`config.mk`:
```
export PLATFORM = sky130hd
export DESIGN_NAME = pcm_conference_slot_router
export DESIGN_NICKNAME = d
export VERILOG_FILES = /design/src/shared/pcm_conf_pkg.sv /design/src/hdl/sample_fifo.sv /design/src/hdl/pcm_conference_slot_router.sv
export SDC_FILE = /design/constraint.sdc
export NUM_CORES = 2
export LEC_CHECK = 0
export ABC_AREA = 1
export BUFFER_PORTS_ARGS = -buffer_cell sky130_fd_sc_hd__buf_4
export CAP_MARGIN = 40
export CELL_PAD_IN_SITES_DETAIL_PLACEMENT = 1
export CELL_PAD_IN_SITES_GLOBAL_PLACEMENT = 2
export CORE_AREA = 2 2 427 429
export DETAILED_ROUTE_END_ITERATION = 7
export DIE_AREA = 0 0 429 431
export GPL_ROUTABILITY_DRIVEN = 1
export GPL_TIMING_DRIVEN = 1
export PLACE_DENSITY = 0.7
export SYNTH_ARGS = -nofsm -noshare
export SYNTH_HDL_FRONTEND = slang
export SYNTH_SLANG_ARGS = --single-unit
```
`constraint.sdc`:
```
create_clock -name clk_i -period 10.93 [get_ports clk_i]
set_input_delay 2.186 -clock clk_i [delete_from_list [all_inputs] [get_ports clk_i]]
set_output_delay 2.186 -clock clk_i [all_outputs]
set_load 0.005 [all_outputs]
```
`src/shared/pcm_conf_pkg.sv`:
```
// Purpose: Shared constants and types for the conference slot router
// Assumes: 32-bit Avalon-MM register word, one aligned word per register
// Notes: Offsets are byte addresses

package pcm_conf_pkg;

   // ****************************************************************
   // Register offsets
   // ****************************************************************
   localparam logic [4:0] CHANNEL_CONTROL_OFS = 5'h00;
   localparam logic [4:0] CONFERENCE_CONTROL_OFS = 5'h04;
   localparam logic [4:0] GLOBAL_FORMAT_OFS = 5'h08;
   localparam logic [4:0] CONFERENCE_GAIN_OFS = 5'h0c;
   localparam logic [4:0] TX_SLOT_OFS = 5'h10;
   localparam logic [4:0] RX_SLOT_OFS = 5'h14;
   localparam logic [4:0] STATUS_OFS = 5'h18;

   // ****************************************************************
   // Field positions
   // ****************************************************************
   localparam int unsigned POWER_DOWN_LSB = 0;
   localparam int unsigned CHAN_SEL_LSB = 4;
   localparam int unsigned LOCAL_CONF_BIT = 0;
   localparam int unsigned REMOTE_CONF_BIT = 1;
   localparam int unsigned LINEAR_BIT = 0;
   localparam int unsigned SLOT_FIELD_STRIDE = 8;
   localparam int unsigned STATUS_LEVEL_LSB = 8;

   // ****************************************************************
   // Reset values
   // ****************************************************************
   localparam logic [3:0] POWER_DOWN_RST = 4'hf;
   localparam logic [1:0] CHAN_SEL_RST = 2'h0;
   localparam logic [1:0] CONF_ENABLE_RST = 2'h0;
   localparam logic LINEAR_RST = 1'b0;
   localparam logic [7:0] GAIN_RST = 8'h40;
   localparam logic [31:0] SLOT_RST = 32'h03020100;

   // ****************************************************************
   // Sizes and arithmetic
   // ****************************************************************
   localparam int unsigned NUM_SLOTS = 4;
   localparam int unsigned SLOT_W = 7;
   localparam int unsigned SAMPLE_W = 16;
   localparam int unsigned FIFO_DEPTH = 8;
   localparam int unsigned GAIN_SHIFT = 7;
   localparam logic signed [25:0] LIN_MAX = 26'sh0007fff;
   localparam logic signed [25:0] LIN_MIN = -26'sh0008000;
   localparam logic [7:0] ALAW_XOR = 8'h55;

   // ****************************************************************
   // Highway modes
   // ****************************************************************
   typedef enum logic [4:0] {
      MODE_OFF        = 5'b00001,
      MODE_ACTIVE     = 5'b00010,
      MODE_EXT        = 5'b00100,
      MODE_EXT_ACTIVE = 5'b01000,
      MODE_INT        = 5'b10000
   } mode_t;

endpackage

```
`src/hdl/sample_fifo.sv`:
```
// Purpose: Small synchronous FIFO for subscriber transmit samples
// Assumes: Single clock, active-low reset already synchronised
// Notes: in_ready_o is registered and honest about space

`timescale 1ns/10ps

module sample_fifo #(
   parameter int unsigned WIDTH = 16,
   parameter int unsigned DEPTH = 8
) (
   input wire logic clk_i,
   input wire logic rst_b_i,
   input wire logic [WIDTH-1:0] in_data_i,
   input wire logic in_valid_i,
   output logic in_ready_o,
   output logic [WIDTH-1:0] out_data_o,
   output logic out_valid_o,
   input wire logic out_ready_i,
   output logic [$clog2(DEPTH+1)-1:0] level_o
);

   localparam int unsigned PW = $clog2(DEPTH);
   localparam int unsigned CW = $clog2(DEPTH+1);

   logic [WIDTH-1:0] mem [DEPTH];
   logic [PW-1:0] wr_ptr_reg;
   logic [PW-1:0] rd_ptr_reg;
   logic [CW-1:0] count_reg;
   logic [CW-1:0] count_next;
   logic ready_reg;
   logic push;
   logic pop;

   // ****************************************************************
   // Flow control
   // ****************************************************************
   assign push = in_valid_i & ready_reg;
   assign pop = out_valid_o & out_ready_i;
   assign out_valid_o = (count_reg != '0);
   assign out_data_o = mem[rd_ptr_reg];
   assign in_ready_o = ready_reg;
   assign level_o = count_reg;

   always_comb begin
      count_next = count_reg;
      if (push && !pop) begin
         count_next = count_reg + 1'b1;
      end else if (pop && !push) begin
         count_next = count_reg - 1'b1;
      end
   end

   // ****************************************************************
   // Storage and pointers
   // ****************************************************************
   always_ff @(posedge clk_i) begin
      if (push) begin
         mem[wr_ptr_reg] <= in_data_i;
      end
   end

   always_ff @(posedge clk_i or negedge rst_b_i) begin
      if (!rst_b_i) begin
         wr_ptr_reg <= '0;
         rd_ptr_reg <= '0;
         count_reg <= '0;
         ready_reg <= 1'b0;
      end else begin
         if (push) begin
            wr_ptr_reg <= (wr_ptr_reg == PW'(DEPTH-1)) ? '0 : wr_ptr_reg + 1'b1;
         end
         if (pop) begin
            rd_ptr_reg <= (rd_ptr_reg == PW'(DEPTH-1)) ? '0 : rd_ptr_reg + 1'b1;
         end
         count_reg <= count_next;
         ready_reg <= (count_next < CW'(DEPTH));
      end
   end

endmodule

```
`src/hdl/pcm_conference_slot_router.sv`:
```
// Purpose: PCM highway slot router with three-party conference mixing
// Assumes: Highway bit clock and frame sync are sampled by clk_i
// Notes: Companded format is A-law; one subscriber channel is served
//
// Overview of operation
// - Per-channel power-down bit, 1 means down
// - All down, no conference: highway stays silent
// - After reset, or power-down without external conference, nothing transmitted
// - Normal mode: to subscriber, subscriber on X1
// - External conference: pairwise gained sums on X2-X4
// - External conference runs with channel powered down
// - External conference plus normal transfer when powered
// - Internal conference mixes B, C and subscriber
// - Format bit: 1 linear, 0 companded
// - Linear sends high then low byte
// - 8-bit companded, 16-bit linear, gained sums

`timescale 1ns/10ps

module pcm_conference_slot_router (
   input wire logic clk_i,
   input wire logic rst_b_i,
   input wire logic [4:0] avs_address_i,
   input wire logic avs_read_i,
   input wire logic avs_write_i,
   input wire logic [31:0] avs_writedata_i,
   input wire logic [3:0] avs_byteenable_i,
   output logic [31:0] avs_readdata_o,
   output logic avs_waitrequest_o,
   input wire logic bclk_i,
   input wire logic fs_i,
   input wire logic dr_i,
   output logic dx_o,
   output logic dx_oe_b_o,
   input wire logic [15:0] s_tx_sample_i,
   input wire logic s_tx_valid_i,
   output logic s_tx_ready_o,
   output logic [15:0] s_rx_sample_o,
   output logic s_rx_valid_o
);

   // ****************************************************************
   // Helper functions
   // ****************************************************************
   function automatic logic [31:0] merge_bytes(input logic [31:0] old_v,
                                               input logic [31:0] new_v,
                                               input logic [3:0] be);
      logic [31:0] r;
      r = old_v;
      for (int i = 0; i < 4; i++) begin
         if (be[i]) begin
            r[i*8 +: 8] = new_v[i*8 +: 8];
         end
      end
      return r;
   endfunction

   function automatic logic [15:0] alaw_expand(input logic [7:0] code);
      logic [7:0] ix;
      logic [15:0] t;
      ix = code ^ pcm_conf_pkg::ALAW_XOR;
      t = {8'h00, ix[3:0], 4'h8};
      if (ix[6:4] != 3'h0) begin
         t = (t + 16'h0100) << (ix[6:4] - 3'h1);
      end
      return ix[7] ? t : (16'h0000 - t);
   endfunction

   function automatic logic [7:0] alaw_compress(input logic [15:0] x);
      logic [15:0] mag;
      logic [11:0] m;
      logic [2:0] seg;
      logic [3:0] man;
      mag = x[15] ? ~x : x;
      m = mag[14:3];
      seg = 3'h0;
      for (int i = 0; i < 7; i++) begin
         if (m >= (12'h020 << i)) begin
            seg = 3'(i + 1);
         end
      end
      man = (seg == 3'h0) ? m[4:1] : 4'(m >> seg);
      return {~x[15], seg, man} ^ pcm_conf_pkg::ALAW_XOR;
   endfunction

   function automatic logic [15:0] conf_mix(input logic [15:0] a,
                                            input logic [15:0] b,
                                            input logic [7:0] g);
      logic signed [25:0] sum;
      logic signed [25:0] prod;
      sum = 26'($signed(a)) + 26'($signed(b));
      prod = sum * $signed({18'h00000, g});
      prod = prod >>> pcm_conf_pkg::GAIN_SHIFT;
      if (prod > pcm_conf_pkg::LIN_MAX) begin
         prod = pcm_conf_pkg::LIN_MAX;
      end else if (prod < pcm_conf_pkg::LIN_MIN) begin
         prod = pcm_conf_pkg::LIN_MIN;
      end
      return prod[15:0];
   endfunction

   function automatic logic [15:0] encode(input logic [15:0] w, input logic lin);
      return lin ? w : {alaw_compress(w), 8'h00};
   endfunction

   // ****************************************************************
   // Reset and pin synchronisers
   // ****************************************************************
   logic [1:0] rst_sync_reg;
   logic rst_b;
   logic [2:0] bclk_sync_reg;
   logic [1:0] fs_sync_reg;
   logic [1:0] dr_sync_reg;
   logic bclk_rise;
   logic bclk_fall;

   always_ff @(posedge clk_i or negedge rst_b_i) begin
      if (!rst_b_i) begin
         rst_sync_reg <= 2'h0;
      end else begin
         rst_sync_reg <= {rst_sync_reg[0], 1'b1};
      end
   end
   assign rst_b = rst_sync_reg[1];

   always_ff @(posedge clk_i or negedge rst_b) begin
      if (!rst_b) begin
         bclk_sync_reg <= 3'h0;
         fs_sync_reg <= 2'h0;
         dr_sync_reg <= 2'h0;
      end else begin
         bclk_sync_reg <= {bclk_sync_reg[1:0], bclk_i};
         fs_sync_reg <= {fs_sync_reg[0], fs_i};
         dr_sync_reg <= {dr_sync_reg[0], dr_i};
      end
   end
   assign bclk_rise = bclk_sync_reg[1] & ~bclk_sync_reg[2];
   assign bclk_fall = ~bclk_sync_reg[1] & bclk_sync_reg[2];

   // ****************************************************************
   // Register file over Avalon-MM
   // ****************************************************************
   logic [3:0] power_down_reg;
   logic [1:0] chan_sel_reg;
   logic local_party_conference_enable;
   logic remote_party_conference_enable;
   logic linear_reg;
   logic [7:0] gain_reg;
   logic [31:0] tx_slot_reg;
   logic [31:0] rx_slot_reg;
   logic wait_reg;
   logic [31:0] channel_control_reg;
   logic [31:0] conference_control_reg;
   logic [31:0] global_format_reg;
   logic [31:0] status_word;
   logic [31:0] rd_mux;
   logic [31:0] wr_val;
   logic wr_fire;
   pcm_conf_pkg::mode_t mode_reg;
   logic [3:0] fifo_level;

   assign channel_control_reg = 32'({chan_sel_reg, power_down_reg});
   assign conference_control_reg = 32'({remote_party_conference_enable,
                                        local_party_conference_enable});
   assign global_format_reg = 32'(linear_reg);
   assign status_word = 32'({fifo_level, 3'h0, mode_reg});
   assign wr_fire = avs_write_i & ~wait_reg;

   always_comb begin
      case (avs_address_i)
         pcm_conf_pkg::CHANNEL_CONTROL_OFS: rd_mux = channel_control_reg;
         pcm_conf_pkg::CONFERENCE_CONTROL_OFS: rd_mux = conference_control_reg;
         pcm_conf_pkg::GLOBAL_FORMAT_OFS: rd_mux = global_format_reg;
         pcm_conf_pkg::CONFERENCE_GAIN_OFS: rd_mux = 32'(gain_reg);
         pcm_conf_pkg::TX_SLOT_OFS: rd_mux = tx_slot_reg;
         pcm_conf_pkg::RX_SLOT_OFS: rd_mux = rx_slot_reg;
         pcm_conf_pkg::STATUS_OFS: rd_mux = status_word;
         default: rd_mux = 32'h00000000;
      endcase
      wr_val = merge_bytes(rd_mux, avs_writedata_i, avs_byteenable_i);
   end

   always_ff @(posedge clk_i or negedge rst_b) begin
      if (!rst_b) begin
         wait_reg <= 1'b1;
         avs_readdata_o <= 32'h00000000;
      end else begin
         wait_reg <= ~((avs_read_i | avs_write_i) & wait_reg);
         if (avs_read_i && wait_reg) begin
            avs_readdata_o <= rd_mux;
         end
      end
   end
   assign avs_waitrequest_o = wait_reg;

   always_ff @(posedge clk_i or negedge rst_b) begin
      if (!rst_b) begin
         power_down_reg <= pcm_conf_pkg::POWER_DOWN_RST;
         chan_sel_reg <= pcm_conf_pkg::CHAN_SEL_RST;
         {remote_party_conference_enable, local_party_conference_enable} <=
            pcm_conf_pkg::CONF_ENABLE_RST;
         linear_reg <= pcm_conf_pkg::LINEAR_RST;
         gain_reg <= pcm_conf_pkg::GAIN_RST;
         tx_slot_reg <= pcm_conf_pkg::SLOT_RST;
         rx_slot_reg <= pcm_conf_pkg::SLOT_RST;
      end else if (wr_fire) begin
         case (avs_address_i)
            pcm_conf_pkg::CHANNEL_CONTROL_OFS: begin
               power_down_reg <= wr_val[pcm_conf_pkg::POWER_DOWN_LSB +: 4];
               chan_sel_reg <= wr_val[pcm_conf_pkg::CHAN_SEL_LSB +: 2];
            end
            pcm_conf_pkg::CONFERENCE_CONTROL_OFS: begin
               local_party_conference_enable <= wr_val[pcm_conf_pkg::LOCAL_CONF_BIT];
               remote_party_conference_enable <= wr_val[pcm_conf_pkg::REMOTE_CONF_BIT];
            end
            pcm_conf_pkg::GLOBAL_FORMAT_OFS: linear_reg <= wr_val[pcm_conf_pkg::LINEAR_BIT];
            pcm_conf_pkg::CONFERENCE_GAIN_OFS: gain_reg <= wr_val[7:0];
            pcm_conf_pkg::TX_SLOT_OFS: tx_slot_reg <= wr_val;
            pcm_conf_pkg::RX_SLOT_OFS: rx_slot_reg <= wr_val;
            default: begin
            end
         endcase
      end
   end

   // ****************************************************************
   // Mode decode
   // ****************************************************************
   pcm_conf_pkg::mode_t mode_next;
   logic sub_down;

   always_comb begin
      sub_down = power_down_reg[chan_sel_reg];
      if (remote_party_conference_enable) begin
         mode_next = sub_down ? pcm_conf_pkg::MODE_EXT
                              : pcm_conf_pkg::MODE_EXT_ACTIVE;
      end else if (local_party_conference_enable && !sub_down) begin
         mode_next = pcm_conf_pkg::MODE_INT;
      end else if (!sub_down) begin
         mode_next = pcm_conf_pkg::MODE_ACTIVE;
      end else begin
         mode_next = pcm_conf_pkg::MODE_OFF;
      end
   end

   // ****************************************************************
   // Subscriber transmit buffer
   // ****************************************************************
   logic [15:0] fifo_data;
   logic fifo_valid;
   logic frame_start;
   logic [15:0] s_cur_reg;
   logic [15:0] s_now;

   sample_fifo #(
      .WIDTH(pcm_conf_pkg::SAMPLE_W),
      .DEPTH(pcm_conf_pkg::FIFO_DEPTH)
   ) u_fifo (
      .clk_i(clk_i),
      .rst_b_i(rst_b),
      .in_data_i(s_tx_sample_i),
      .in_valid_i(s_tx_valid_i),
      .in_ready_o(s_tx_ready_o),
      .out_data_o(fifo_data),
      .out_valid_o(fifo_valid),
      .out_ready_i(frame_start),
      .level_o(fifo_level)
   );
   assign s_now = fifo_valid ? fifo_data : s_cur_reg;

   // ****************************************************************
   // Highway bit and slot position
   // ****************************************************************
   logic [2:0] bit_reg;
   logic [6:0] slot_reg;
   logic [2:0] bit_next;
   logic [6:0] slot_next;
   logic [7:0] shift_reg;
   logic [15:0] rx_word_reg [pcm_conf_pkg::NUM_SLOTS];
   logic [15:0] tx_word_reg [pcm_conf_pkg::NUM_SLOTS];
   logic [3:0] tx_en_reg;

   assign frame_start = bclk_rise & fs_sync_reg[1];

   always_comb begin
      bit_next = bit_reg + 3'h1;
      slot_next = (bit_reg == 3'h7) ? slot_reg + 7'h01 : slot_reg;
      if (fs_sync_reg[1]) begin
         bit_next = 3'h0;
         slot_next = 7'h00;
      end
   end

   always_ff @(posedge clk_i or negedge rst_b) begin
      if (!rst_b) begin
         bit_reg <= 3'h0;
         slot_reg <= 7'h00;
      end else if (bclk_rise) begin
         bit_reg <= bit_next;
         slot_reg <= slot_next;
      end
   end

   // ****************************************************************
   // Receive slots
   // ****************************************************************
   always_ff @(posedge clk_i or negedge rst_b) begin
      if (!rst_b) begin
         shift_reg <= 8'h00;
         for (int k = 0; k < pcm_conf_pkg::NUM_SLOTS; k++) begin
            rx_word_reg[k] <= 16'h0000;
         end
      end else if (bclk_fall) begin
         shift_reg <= {shift_reg[6:0], dr_sync_reg[1]};
         if (bit_reg == 3'h7) begin
            for (int k = 0; k < pcm_conf_pkg::NUM_SLOTS; k++) begin
               if (slot_reg == rx_slot_reg[k*pcm_conf_pkg::SLOT_FIELD_STRIDE +: 7]) begin
                  rx_word_reg[k] <= linear_reg
                     ? {shift_reg[6:0], dr_sync_reg[1], rx_word_reg[k][7:0]}
                     : alaw_expand({shift_reg[6:0], dr_sync_reg[1]});
               end else if (linear_reg && slot_reg ==
                  rx_slot_reg[k*pcm_conf_pkg::SLOT_FIELD_STRIDE +: 7] + 7'h01) begin
                  rx_word_reg[k][7:0] <= {shift_reg[6:0], dr_sync_reg[1]};
               end
            end
         end
      end
   end

   // ****************************************************************
   // Frame update: mixing and subscriber output
   // ****************************************************************
   always_ff @(posedge clk_i or negedge rst_b) begin
      if (!rst_b) begin
         mode_reg <= pcm_conf_pkg::MODE_OFF;
         tx_en_reg <= 4'h0;
         s_cur_reg <= 16'h0000;
         s_rx_sample_o <= 16'h0000;
         s_rx_valid_o <= 1'b0;
         for (int k = 0; k < pcm_conf_pkg::NUM_SLOTS; k++) begin
            tx_word_reg[k] <= 16'h0000;
         end
      end else begin
         s_rx_valid_o <= 1'b0;
         if (frame_start) begin
            mode_reg <= mode_next;
            s_cur_reg <= s_now;
            tx_word_reg[0] <= encode(s_now, linear_reg);
            case (mode_next)
               pcm_conf_pkg::MODE_ACTIVE: begin
                  tx_en_reg <= 4'b0001;
                  s_rx_sample_o <= rx_word_reg[0];
                  s_rx_valid_o <= 1'b1;
               end
               pcm_conf_pkg::MODE_EXT, pcm_conf_pkg::MODE_EXT_ACTIVE: begin
                  tx_word_reg[1] <= encode(conf_mix(rx_word_reg[2], rx_word_reg[3],
                                                    gain_reg), linear_reg);
                  tx_word_reg[2] <= encode(conf_mix(rx_word_reg[1], rx_word_reg[3],
                                                    gain_reg), linear_reg);
                  tx_word_reg[3] <= encode(conf_mix(rx_word_reg[1], rx_word_reg[2],
                                                    gain_reg), linear_reg);
                  if (mode_next == pcm_conf_pkg::MODE_EXT) begin
                     tx_en_reg <= 4'b1110;
                  end else begin
                     tx_en_reg <= 4'b1111;
                     s_rx_sample_o <= rx_word_reg[0];
                     s_rx_valid_o <= 1'b1;
                  end
               end
               pcm_conf_pkg::MODE_INT: begin
                  tx_en_reg <= 4'b0110;
                  tx_word_reg[1] <= encode(conf_mix(rx_word_reg[2], s_now, gain_reg),
                                           linear_reg);
                  tx_word_reg[2] <= encode(conf_mix(rx_word_reg[1], s_now, gain_reg),
                                           linear_reg);
                  s_rx_sample_o <= conf_mix(rx_word_reg[1], rx_word_reg[2], gain_reg);
                  s_rx_valid_o <= 1'b1;
               end
               default: begin
                  tx_en_reg <= 4'b0000;
               end
            endcase
         end
      end
   end

   // ****************************************************************
   // Transmit slots X1 to X4 and line driver
   // ****************************************************************
   logic tx_hit;
   logic tx_bit;
   logic [6:0] tx_base;

   always_comb begin
      tx_hit = 1'b0;
      tx_bit = 1'b0;
      for (int k = pcm_conf_pkg::NUM_SLOTS - 1; k >= 0; k--) begin
         tx_base = tx_slot_reg[k*pcm_conf_pkg::SLOT_FIELD_STRIDE +: 7];
         if (tx_en_reg[k] && slot_next == tx_base) begin
            tx_hit = 1'b1;
            tx_bit = tx_word_reg[k][4'd15 - {1'b0, bit_next}];
         end else if (tx_en_reg[k] && linear_reg && slot_next == tx_base + 7'h01) begin
            tx_hit = 1'b1;
            tx_bit = tx_word_reg[k][3'd7 - bit_next];
         end
      end
   end

   always_ff @(posedge clk_i or negedge rst_b) begin
      if (!rst_b) begin
         dx_o <= 1'b0;
         dx_oe_b_o <= 1'b1;
      end else if (bclk_rise) begin
         dx_o <= tx_hit & tx_bit;
         dx_oe_b_o <= ~tx_hit;
      end
   end

endmodule

```
# Word-level counts from Yosys, hierarchy flattened
# Memory sizes are Yosys's and may differ from the RTL's.
# Index checks and enable logic that the tools add are counted.
[totals]
reg_bits = 323
n_memories = 1
ram_bits = 128
output_inout_bits = 53
[memory_table]
columns = ["name", "words", "width", "rd", "rd_ports_with_merged_regs", "write_ports", "line_no", "source"]
rows = [
  ["u_fifo.mem", 8, 16, 1, 0, 1, "sample_fifo.sv:25", "logic [WIDTH-1:0] mem [DEPTH];"],
]
[classes]
n_shift = 7
order_cmp = 56
n_mul = 5
bitwise_logic = 33
n_reduce_logical = 57
muxes = 181
n_addsub = 27
eq_ne = 34
[op_table]
columns = ["operator", "n"]
rows = [
  ["2-to-1 mux 16 bit", 49],
  ["case mux 32 bit (7 select lines)", 1],
  ["2-to-1 mux 3 bit", 50],
  ["multiplier 17 x 9 -> 26 bit", 5],
  ["== test 7 bit", 16],
  ["2-to-1 mux 8 bit", 12],
  ["> comparator 19 x 16 -> 1 bit, second input constant", 5],
  ["less-than comparator 19 x 16 -> 1 bit, second input constant", 5],
  ["2-to-1 mux 15 bit", 6],
  ["NOT 15 bit", 6],
  ["adder 16 x 16 -> 17 bit", 5],
  [">= comparator 12 x 10 -> 1 bit, second input constant", 6],
  [">= comparator 12 x 11 -> 1 bit, second input constant", 6],
  [">= comparator 12 bit, second input constant", 6],
  [">= comparator 12 x 6 -> 1 bit, second input constant", 6],
  [">= comparator 12 x 7 -> 1 bit, second input constant", 6],
  [">= comparator 12 x 8 -> 1 bit, second input constant", 6],
  [">= comparator 12 x 9 -> 1 bit, second input constant", 6],
  [">> shifter 12 x 3 -> 4 bit", 6],
  ["case mux 32 bit (2 select lines)", 1],
  ["subtractor 1 x 16 -> 16 bit, first input constant", 4],
  ["adder 7 x 1 -> 7 bit, second input constant", 9],
  ["case mux 16 bit (3 select lines)", 1],
  ["2-to-1 mux 1 bit", 36],
  ["other kinds (42)", 141],
]

# Logic depth before layout (Yosys ltp)
[depth]
word_depth = 27
mapped_depth = 73

# Cells and area by module
# Synthesis repeated with hierarchy kept, for this count alone.
[hier_totals]
cells_unflattened = 7323
hier_area_um2 = 53965.5
[by_module_without_submodules]
columns = ["mod", "cells_per_inst", "area_each_um2", "n_inst"]
rows = [
  ["pcm_conference_slot_router", 6836, 48243.8, 1],
  ["sample_fifo", 487, 5721.7, 1],
]

# Least setup slack after synthesis
# No wires, ideal clock.
[synth_path]
kind = "reg-to-reg"
start = "reg u_fifo.rd_ptr_reg[0]"
end = "reg tx_word_reg[40] (netlist bit)"
arrival_time_ns = 10.068
path_slack_ns = 0.745
required_ns = 10.813
period_less_slack_ns = 10.185
path_stages_with_launch = 70
n_path_buf = 6
path_cell_list = "dfrtp_1 > buf_4 > buf_2 > buf_1 > buf_1 > clkbuf_1 > o21ai_0 > o221ai_1 > nand3_1 > o21ai_0 > ha_1 > inv_1 > fa_1 > o21ai_0 > nand2_1 > nand2_1 > a21oi_1 > or2_2 > [... 34 more ...] > buf_4 > nand3_1 > nand2_2 > nand2_2 > nor2_8 > nand3_2 > nand2_4 > nand2_4 > nand2_1 > nand3_1 > nand3_1 > nand2_1 > nand2_1 > nand2_1 > nand2_1 > nand2_1 > nand2_1 > nand2_1"
[synth_between]
elab_chain_cells = 26
elab_cells_between_ends = 34
classes_between = "1 x add/sub; 1 x mul; 9 x order compare; 1 x shift; 18 x mux; 2 x bitwise; 1 x reduce/logical; 1 x memory"
[synth_lines]
columns = ["element", "line_no", "source"]
rows = [
  ["start: declaration", "sample_fifo.sv:27", "logic [PW-1:0] rd_ptr_reg;"],
  ["start signal: assignment", "sample_fifo.sv:73", "rd_ptr_reg <= (rd_ptr_reg == PW'(DEPTH-1)) ? '0 : rd_ptr_reg + 1'b1;"],
  ["memory read (8 x 16 bit) *", "--", ""],
  ["2-to-1 mux 16 bit *", "pcm_conference_slot_router.sv:269", "assign s_now = fifo_valid ? fifo_data : s_cur_reg;"],
  ["net s_now[0]", "pcm_conference_slot_router.sv:253", "logic [15:0] s_now;"],
  ["adder 16 x 16 -> 17 bit *", "pcm_conference_slot_router.sv:91", "sum = 26'($signed(a)) + 26'($signed(b));"],
  ["multiplier 17 x 9 -> 26 bit *", "pcm_conference_slot_router.sv:92", "prod = sum * $signed({18'h00000, g});"],
  ["less-than comparator 19 x 16 -> 1 bit", "pcm_conference_slot_router.sv:96", "end else if (prod < pcm_conf_pkg::LIN_MIN) begin"],
  ["2-to-1 mux 16 bit", "pcm_conference_slot_router.sv:96", ""],
  ["2-to-1 mux 16 bit *", "pcm_conference_slot_router.sv:94", "if (prod > pcm_conf_pkg::LIN_MAX) begin"],
  ["[... 6 more ...]", "--", ""],
  ["2-to-1 mux 3 bit (6 in series)", "pcm_conference_slot_router.sv:78", "if (m >= (12'h020 << i)) begin"],
  ["2-to-1 mux 3 bit", "pcm_conference_slot_router.sv:349", "case (mode_next)"],
  ["2-to-1 mux 3 bit", "pcm_conference_slot_router.sv:345", "if (frame_start) begin"],
  [">> shifter 12 x 3 -> 4 bit or logical NOT 3 bit (tied branches)", "pcm_conference_slot_router.sv:82", "man = (seg == 3'h0) ? m[4:1] : 4'(m >> seg);"],
  ["2-to-1 mux 4 bit", "pcm_conference_slot_router.sv:82", ""],
  ["NOT 4 bit (no line)", "--", ""],
  ["2-to-1 mux 16 bit *", "pcm_conference_slot_router.sv:103", "return lin ? w : {alaw_compress(w), 8'h00};"],
  ["case mux 32 bit (2 select lines) *", "pcm_conference_slot_router.sv:349", ""],
  ["end: declaration", "pcm_conference_slot_router.sv:280", "logic [15:0] tx_word_reg [pcm_conf_pkg::NUM_SLOTS];"],
]
# The timed path passes the listed nets; every way through them passes the cells marked *. The select of a mux whose other input is x is not followed.
# A chain may end at the register's enable or synchronous reset.

# Worst setup path in the final report
[layout_path]
start = "reg u_fifo.count_reg[0], in the netlist u_fifo.level_o[0]"
end = "reg tx_word_reg[40] (netlist bit)"
[layout_between]
elab_chain_cells = 26
elab_cells_between_ends = 34
classes_between = "1 x add/sub; 1 x mul; 9 x order compare; 1 x shift; 18 x mux; 2 x bitwise; 2 x reduce/logical"
[layout_lines]
columns = ["element", "line_no", "source"]
rows = [
  ["start: declaration", "sample_fifo.sv:28", "logic [CW-1:0] count_reg;"],
  ["start signal: assignment", "sample_fifo.sv:75", "count_reg <= count_next;"],
  ["nonzero test 4 bit *", "sample_fifo.sv:39", "assign out_valid_o = (count_reg != '0);"],
  ["2-to-1 mux 16 bit *", "pcm_conference_slot_router.sv:269", ""],
  ["net s_now[0]", "pcm_conference_slot_router.sv:253", ""],
  ["adder 16 x 16 -> 17 bit *", "pcm_conference_slot_router.sv:91", ""],
  ["multiplier 17 x 9 -> 26 bit *", "pcm_conference_slot_router.sv:92", ""],
  ["less-than comparator 19 x 16 -> 1 bit", "pcm_conference_slot_router.sv:96", ""],
  ["2-to-1 mux 16 bit", "pcm_conference_slot_router.sv:96", ""],
  ["2-to-1 mux 16 bit *", "pcm_conference_slot_router.sv:94", ""],
  ["[... 6 more ...]", "--", ""],
  ["2-to-1 mux 3 bit (6 in series)", "pcm_conference_slot_router.sv:78", ""],
  ["2-to-1 mux 3 bit", "pcm_conference_slot_router.sv:349", ""],
  ["2-to-1 mux 3 bit", "pcm_conference_slot_router.sv:345", ""],
  [">> shifter 12 x 3 -> 4 bit or logical NOT 3 bit (tied branches)", "pcm_conference_slot_router.sv:82", ""],
  ["2-to-1 mux 4 bit", "pcm_conference_slot_router.sv:82", ""],
  ["NOT 4 bit (no line)", "--", ""],
  ["2-to-1 mux 16 bit *", "pcm_conference_slot_router.sv:103", ""],
  ["case mux 32 bit (2 select lines) *", "pcm_conference_slot_router.sv:349", ""],
]
# Marks and branches as above.

==> flow_metrics.py <==
metrics = {
    "synthesis": {
        "synth-compound-area-share": 0.111,
        "netlist_top_cells_area": "sky130_fd_sc_hd__fa_1 20%, sky130_fd_sc_hd__dfrtp_1 14%, sky130_fd_sc_hd__nand2_1 11%, sky130_fd_sc_hd__inv_1 9.7%, sky130_fd_sc_hd__ha_1 8.0%",
        "synth_top_cell_by_area": "sky130_fd_sc_hd__fa_1",
        "synth_cell_types": 76,
        "synth-edff-count": 128,
        "synth_top_cell_area_share": 0.200,
        "postSynth.topFlopCell": "sky130_fd_sc_hd__dfrtp_1",
        "combinational_family_with_the_most_area_after_synthesis": "adder cells",
        "yosys_warnings": 0,
        "synthesis.instances": 7244,
        "yosys.area_share.xor_xnor": 0.0391,
        "synthSimpleGateAreaFrac": 0.229,
        "synth_fp_nets": 8193,
        "postSynthRegisterBits": 450,
        "synth_fa_ha_area_frac": 0.280,
        "ys_seq_area_frac": 0.221,
        "mux_cell_area_share_after_synthesis": 0.00299,
        "syn-cell-area_sq_um": 53900,
        "synth_area_per_cell_sq_um": 7.44,
        "async_set_or_reset_register_ratio_after_synthesis": 0.716,
    },
    "run_status": {
        "status": "finished, final reports clean",
    },
    "worst_setup_path": {
        "timing.critical_path.slowest_cell_delay_ns": 0.58,
        "path_max_fanout": 10,
        "crit_cells": 67,
        "critical_path.top_delay_family": "simple AND/OR/NAND/NOR gates",
        "worstRegToRegCells": 67,
        "worst-path-buf-inv": 12,
        "crit_path_frequent_cell": "sky130_fd_sc_hd__nand2_1",
        "critPathArrivalTime_ns": 10.67,
        "timing.critical_path.required_ns": 11.50,
        "setup.worst_path.start_class": "flop",
        "register_to_register_setup_slack_ns": 0.83,
        "worst_r2r_startpoint": "u_fifo.level_o[0]",
        "crit_type": "flop to flop",
        "worst_setup_path_end_kind": "flop",
        "r2r_path_end": "tx_word_reg[40]",
        "cp-endpoint": "tx_word_reg[40]",
        "worst_setup_path_startpoint": "u_fifo.level_o[0]",
        "slowest_stage": "sky130_fd_sc_hd__fa_1",
    },
    "die": {
        "die_area_sq_um": 185000,
        "core_area_sq_um": 180000,
        "top_level_ports": 118,
        "die_h_um": 431,
        "fp.dieW_um": 429,
        "std_cell_rows": 156,
        "starting_density_of_the_core": 0.299,
    },
    "clocking": {
        "cts_sinks": 450,
        "tritoncts": "yes",
        "clk_transition_reported_paths_ns": 0.06,
        "clk-insertion-delay-late_ns": 0.68,
        "number_of_clock_buffers_inserted_by_tritoncts": 55,
        "cts-root-buf": "sky130_fd_sc_hd__clkbuf_16",
        "cts.path.max_buffers": 3,
        "ctsHoldBuffers": 0,
        "clock_tree.htree_level_count": 2,
    },
    "route": {
        "remaining_drc_errors": 0,
        "ant_nets": 0,
        "vias": 47622,
        "first_pass_iters": 5,
        "routed_wl_um": 197000,
        "first_iter_violations": 2714,
        "detailroute.wirelength.met2_um": 90400,
        "wire_length_on_met3_um": 5430,
        "routed_wire_length_per_instance_um": 20.2,
        "topRoutingLayerUsed": "met5",
        "routed_via_count_divided_by_cell_count": 4.88,
        "drt_met1_wl_um": 96500,
    },
    "global_route": {
        "grt_start_max_net_pins": 146,
        "antenna_violations_before_repair": 4,
        "first_global_vias": 50511,
        "track_usage": 0.213,
        "globalRouteOverflowTotal": 0,
        "grt_first_pass_wirelength_um": 307000,
    },
    "timing": {
        "final.setup_skew_ns": 0.0747,
        "worst_hold_slack_ns": 0.352,
        "headroom_to_the_max_slew_limit": 0.379,
        "max_freq_mhz": 99.0,
        "setup_viol_count_final": 0,
        "min_period_over_period": 0.924,
        "setup-tns-final_ns": 0,
        "hold_viol": 0,
        "final.min_clock_period_ns": 10.10,
        "maxSlewViolCount": 0,
        "max_slew.worst_pin.slew_ns": 0.931,
    },
    "run": {
        "maxCapViolCount": 0,
    },
    "cells_and_area": {
        "instances_no_fill": 9749,
        "multiInputGateArea_sq_um": 35800,
        "layout_common_cells": "1594 x sky130_fd_sc_hd__nand2_1, 1383 x sky130_fd_sc_hd__inv_1, 760 x sky130_fd_sc_hd__nor2_1",
        "final_util": 0.333,
        "diodes": 0,
        "flip_flop_count_of_the_largest_register_all_copies_and_words_added": 128,
        "num-nets-final": 8283,
        "layout_commonest_cell": "sky130_fd_sc_hd__nand2_1",
        "drive_above_1_share": 0.0796,
        "nFillCells": 22047,
        "seqCellArea_sq_um": 11900,
        "layout.cell_area.non_filler_sq_um": 60000,
        "area_growth_pct": 11.3,
    },
    "power_and_ir_drop": {
        "irDropWorstVdd_mv": 0.263,
        "p_sw_mw": 11.4,
        "cell_leakage_power_nw": 30.5,
        "seq_power_share": 0.117,
        "clockPowerShare": 0.101,
        "switching_share": 0.590,
        "cell_area_power_density_nw_per_um2": 322,
        "internal_power_mw": 7.92,
        "share_comb_of_total_power": 0.782,
    },
    "worst_hold_path": {
        "worst_hold_path_type": "flop to flop",
    },
    "place": {
        "placement.cell_area_sq_um": 57900,
        "globalplace.congestion": 0.886,
        "io_buffers": 117,
        "placed_cells_incl_taps": 9640,
        "detailedPlacementHpwl_um": 158000,
    },
}
cell families (layout without fill, tap and decap cells):
group,count (synthesis),in the layout
mux,16,16
simple gates,2952,2952
other cells,1,1
fa+ha+maj,884,884
xor+xnor,237,237
flops,450,450
buf+inv,1650,1785
compound gates,1054,1054
layer usage:
layer / track usage / vias up
met1: 0.308 / 24101
met3: 0.0131 / 154
met4: 0.0440 / 2
li1: - / 22753
met2: 0.350 / 612
met5: 0 / -
what timing repair did:
item                                    in CTS  in global routing
setup buffers                                0                  7
endpoints found under the setup margin       0                 18
gates resized for setup                      0                 41
metrics by stage:
stage / setup WS, ns / power (mW)
floorplan: 0.745 / 12.5
global placement: 0.412 / 17.2
detailed placement: 0.210 / 17.4
CTS: 0.269 / 19.4
global route: -0.0414 / 21.5
finish: 0.826 / 19.3
cells in the mapped netlist, types with 15 or more instances:
library cell / n
sky130_fd_sc_hd__nand4_1: 52
sky130_fd_sc_hd__o21bai_1: 28
sky130_fd_sc_hd__a21oi_1: 249
sky130_fd_sc_hd__nand2_2: 46
sky130_fd_sc_hd__dfrtp_1: 306
sky130_fd_sc_hd__nor2_1: 764
sky130_fd_sc_hd__ha_1: 345
sky130_fd_sc_hd__inv_1: 1389
sky130_fd_sc_hd__a21o_1: 19
sky130_fd_sc_hd__dfstp_2: 16
sky130_fd_sc_hd__o22ai_1: 52
sky130_fd_sc_hd__or2_2: 48
sky130_fd_sc_hd__a22oi_1: 18
sky130_fd_sc_hd__o21ai_0: 504
sky130_fd_sc_hd__fa_1: 539
sky130_fd_sc_hd__nand3_1: 306
sky130_fd_sc_hd__a31oi_1: 19
sky130_fd_sc_hd__o21ai_1: 24
sky130_fd_sc_hd__buf_2: 21
sky130_fd_sc_hd__inv_2: 31
sky130_fd_sc_hd__edfxtp_1: 128
sky130_fd_sc_hd__nor3_1: 51
sky130_fd_sc_hd__nand2_1: 1603
sky130_fd_sc_hd__xnor2_1: 75
sky130_fd_sc_hd__clkbuf_1: 161
sky130_fd_sc_hd__buf_1: 23
sky130_fd_sc_hd__mux2i_1: 15
sky130_fd_sc_hd__o211ai_1: 44
sky130_fd_sc_hd__xor2_1: 159
power groups by stage:
stage	Combinational (mW)	Clock, mW	Sequential [mW]
6_report	15.1	1.96	2.26
5_1_grt	17.1	2.06	2.30
4_1_cts	15.1	2.00	2.26
3_5_place_dp	15.1	0	2.29
3_3_place_gp	14.9	0	2.28
2_1_floorplan	10.3	0	2.17
how the worst min path moves through the flow:
stage,slack (ns),start,to,cells past startpoint
6_report,0.35,rst_sync_reg[0],rst_sync_reg[1],0
5_1_grt,0.37,fs_sync_reg[0],fs_sync_reg[1],0
4_1_cts,0.35,rst_sync_reg[0],rst_sync_reg[1],0
3_5_place_dp,0.34,bclk_sync_reg[0],bclk_sync_reg[1],0
3_3_place_gp,0.34,rst_sync_reg[0],rst_sync_reg[1],0
2_1_floorplan,0.33,bclk_sync_reg[0],bclk_sync_reg[1],0
layout make-up:
type	count	share of cell area
inverters	1432	0.0897
clock inverters	26	0.00652
well taps	2370	0.0494
multi-input cells	5144	0.597
clock buffers	76	0.0256
flip-flops and latches	450	0.199
repair buffers	251	0.0331
Note: power is estimated with default switching activity, not from simulation.
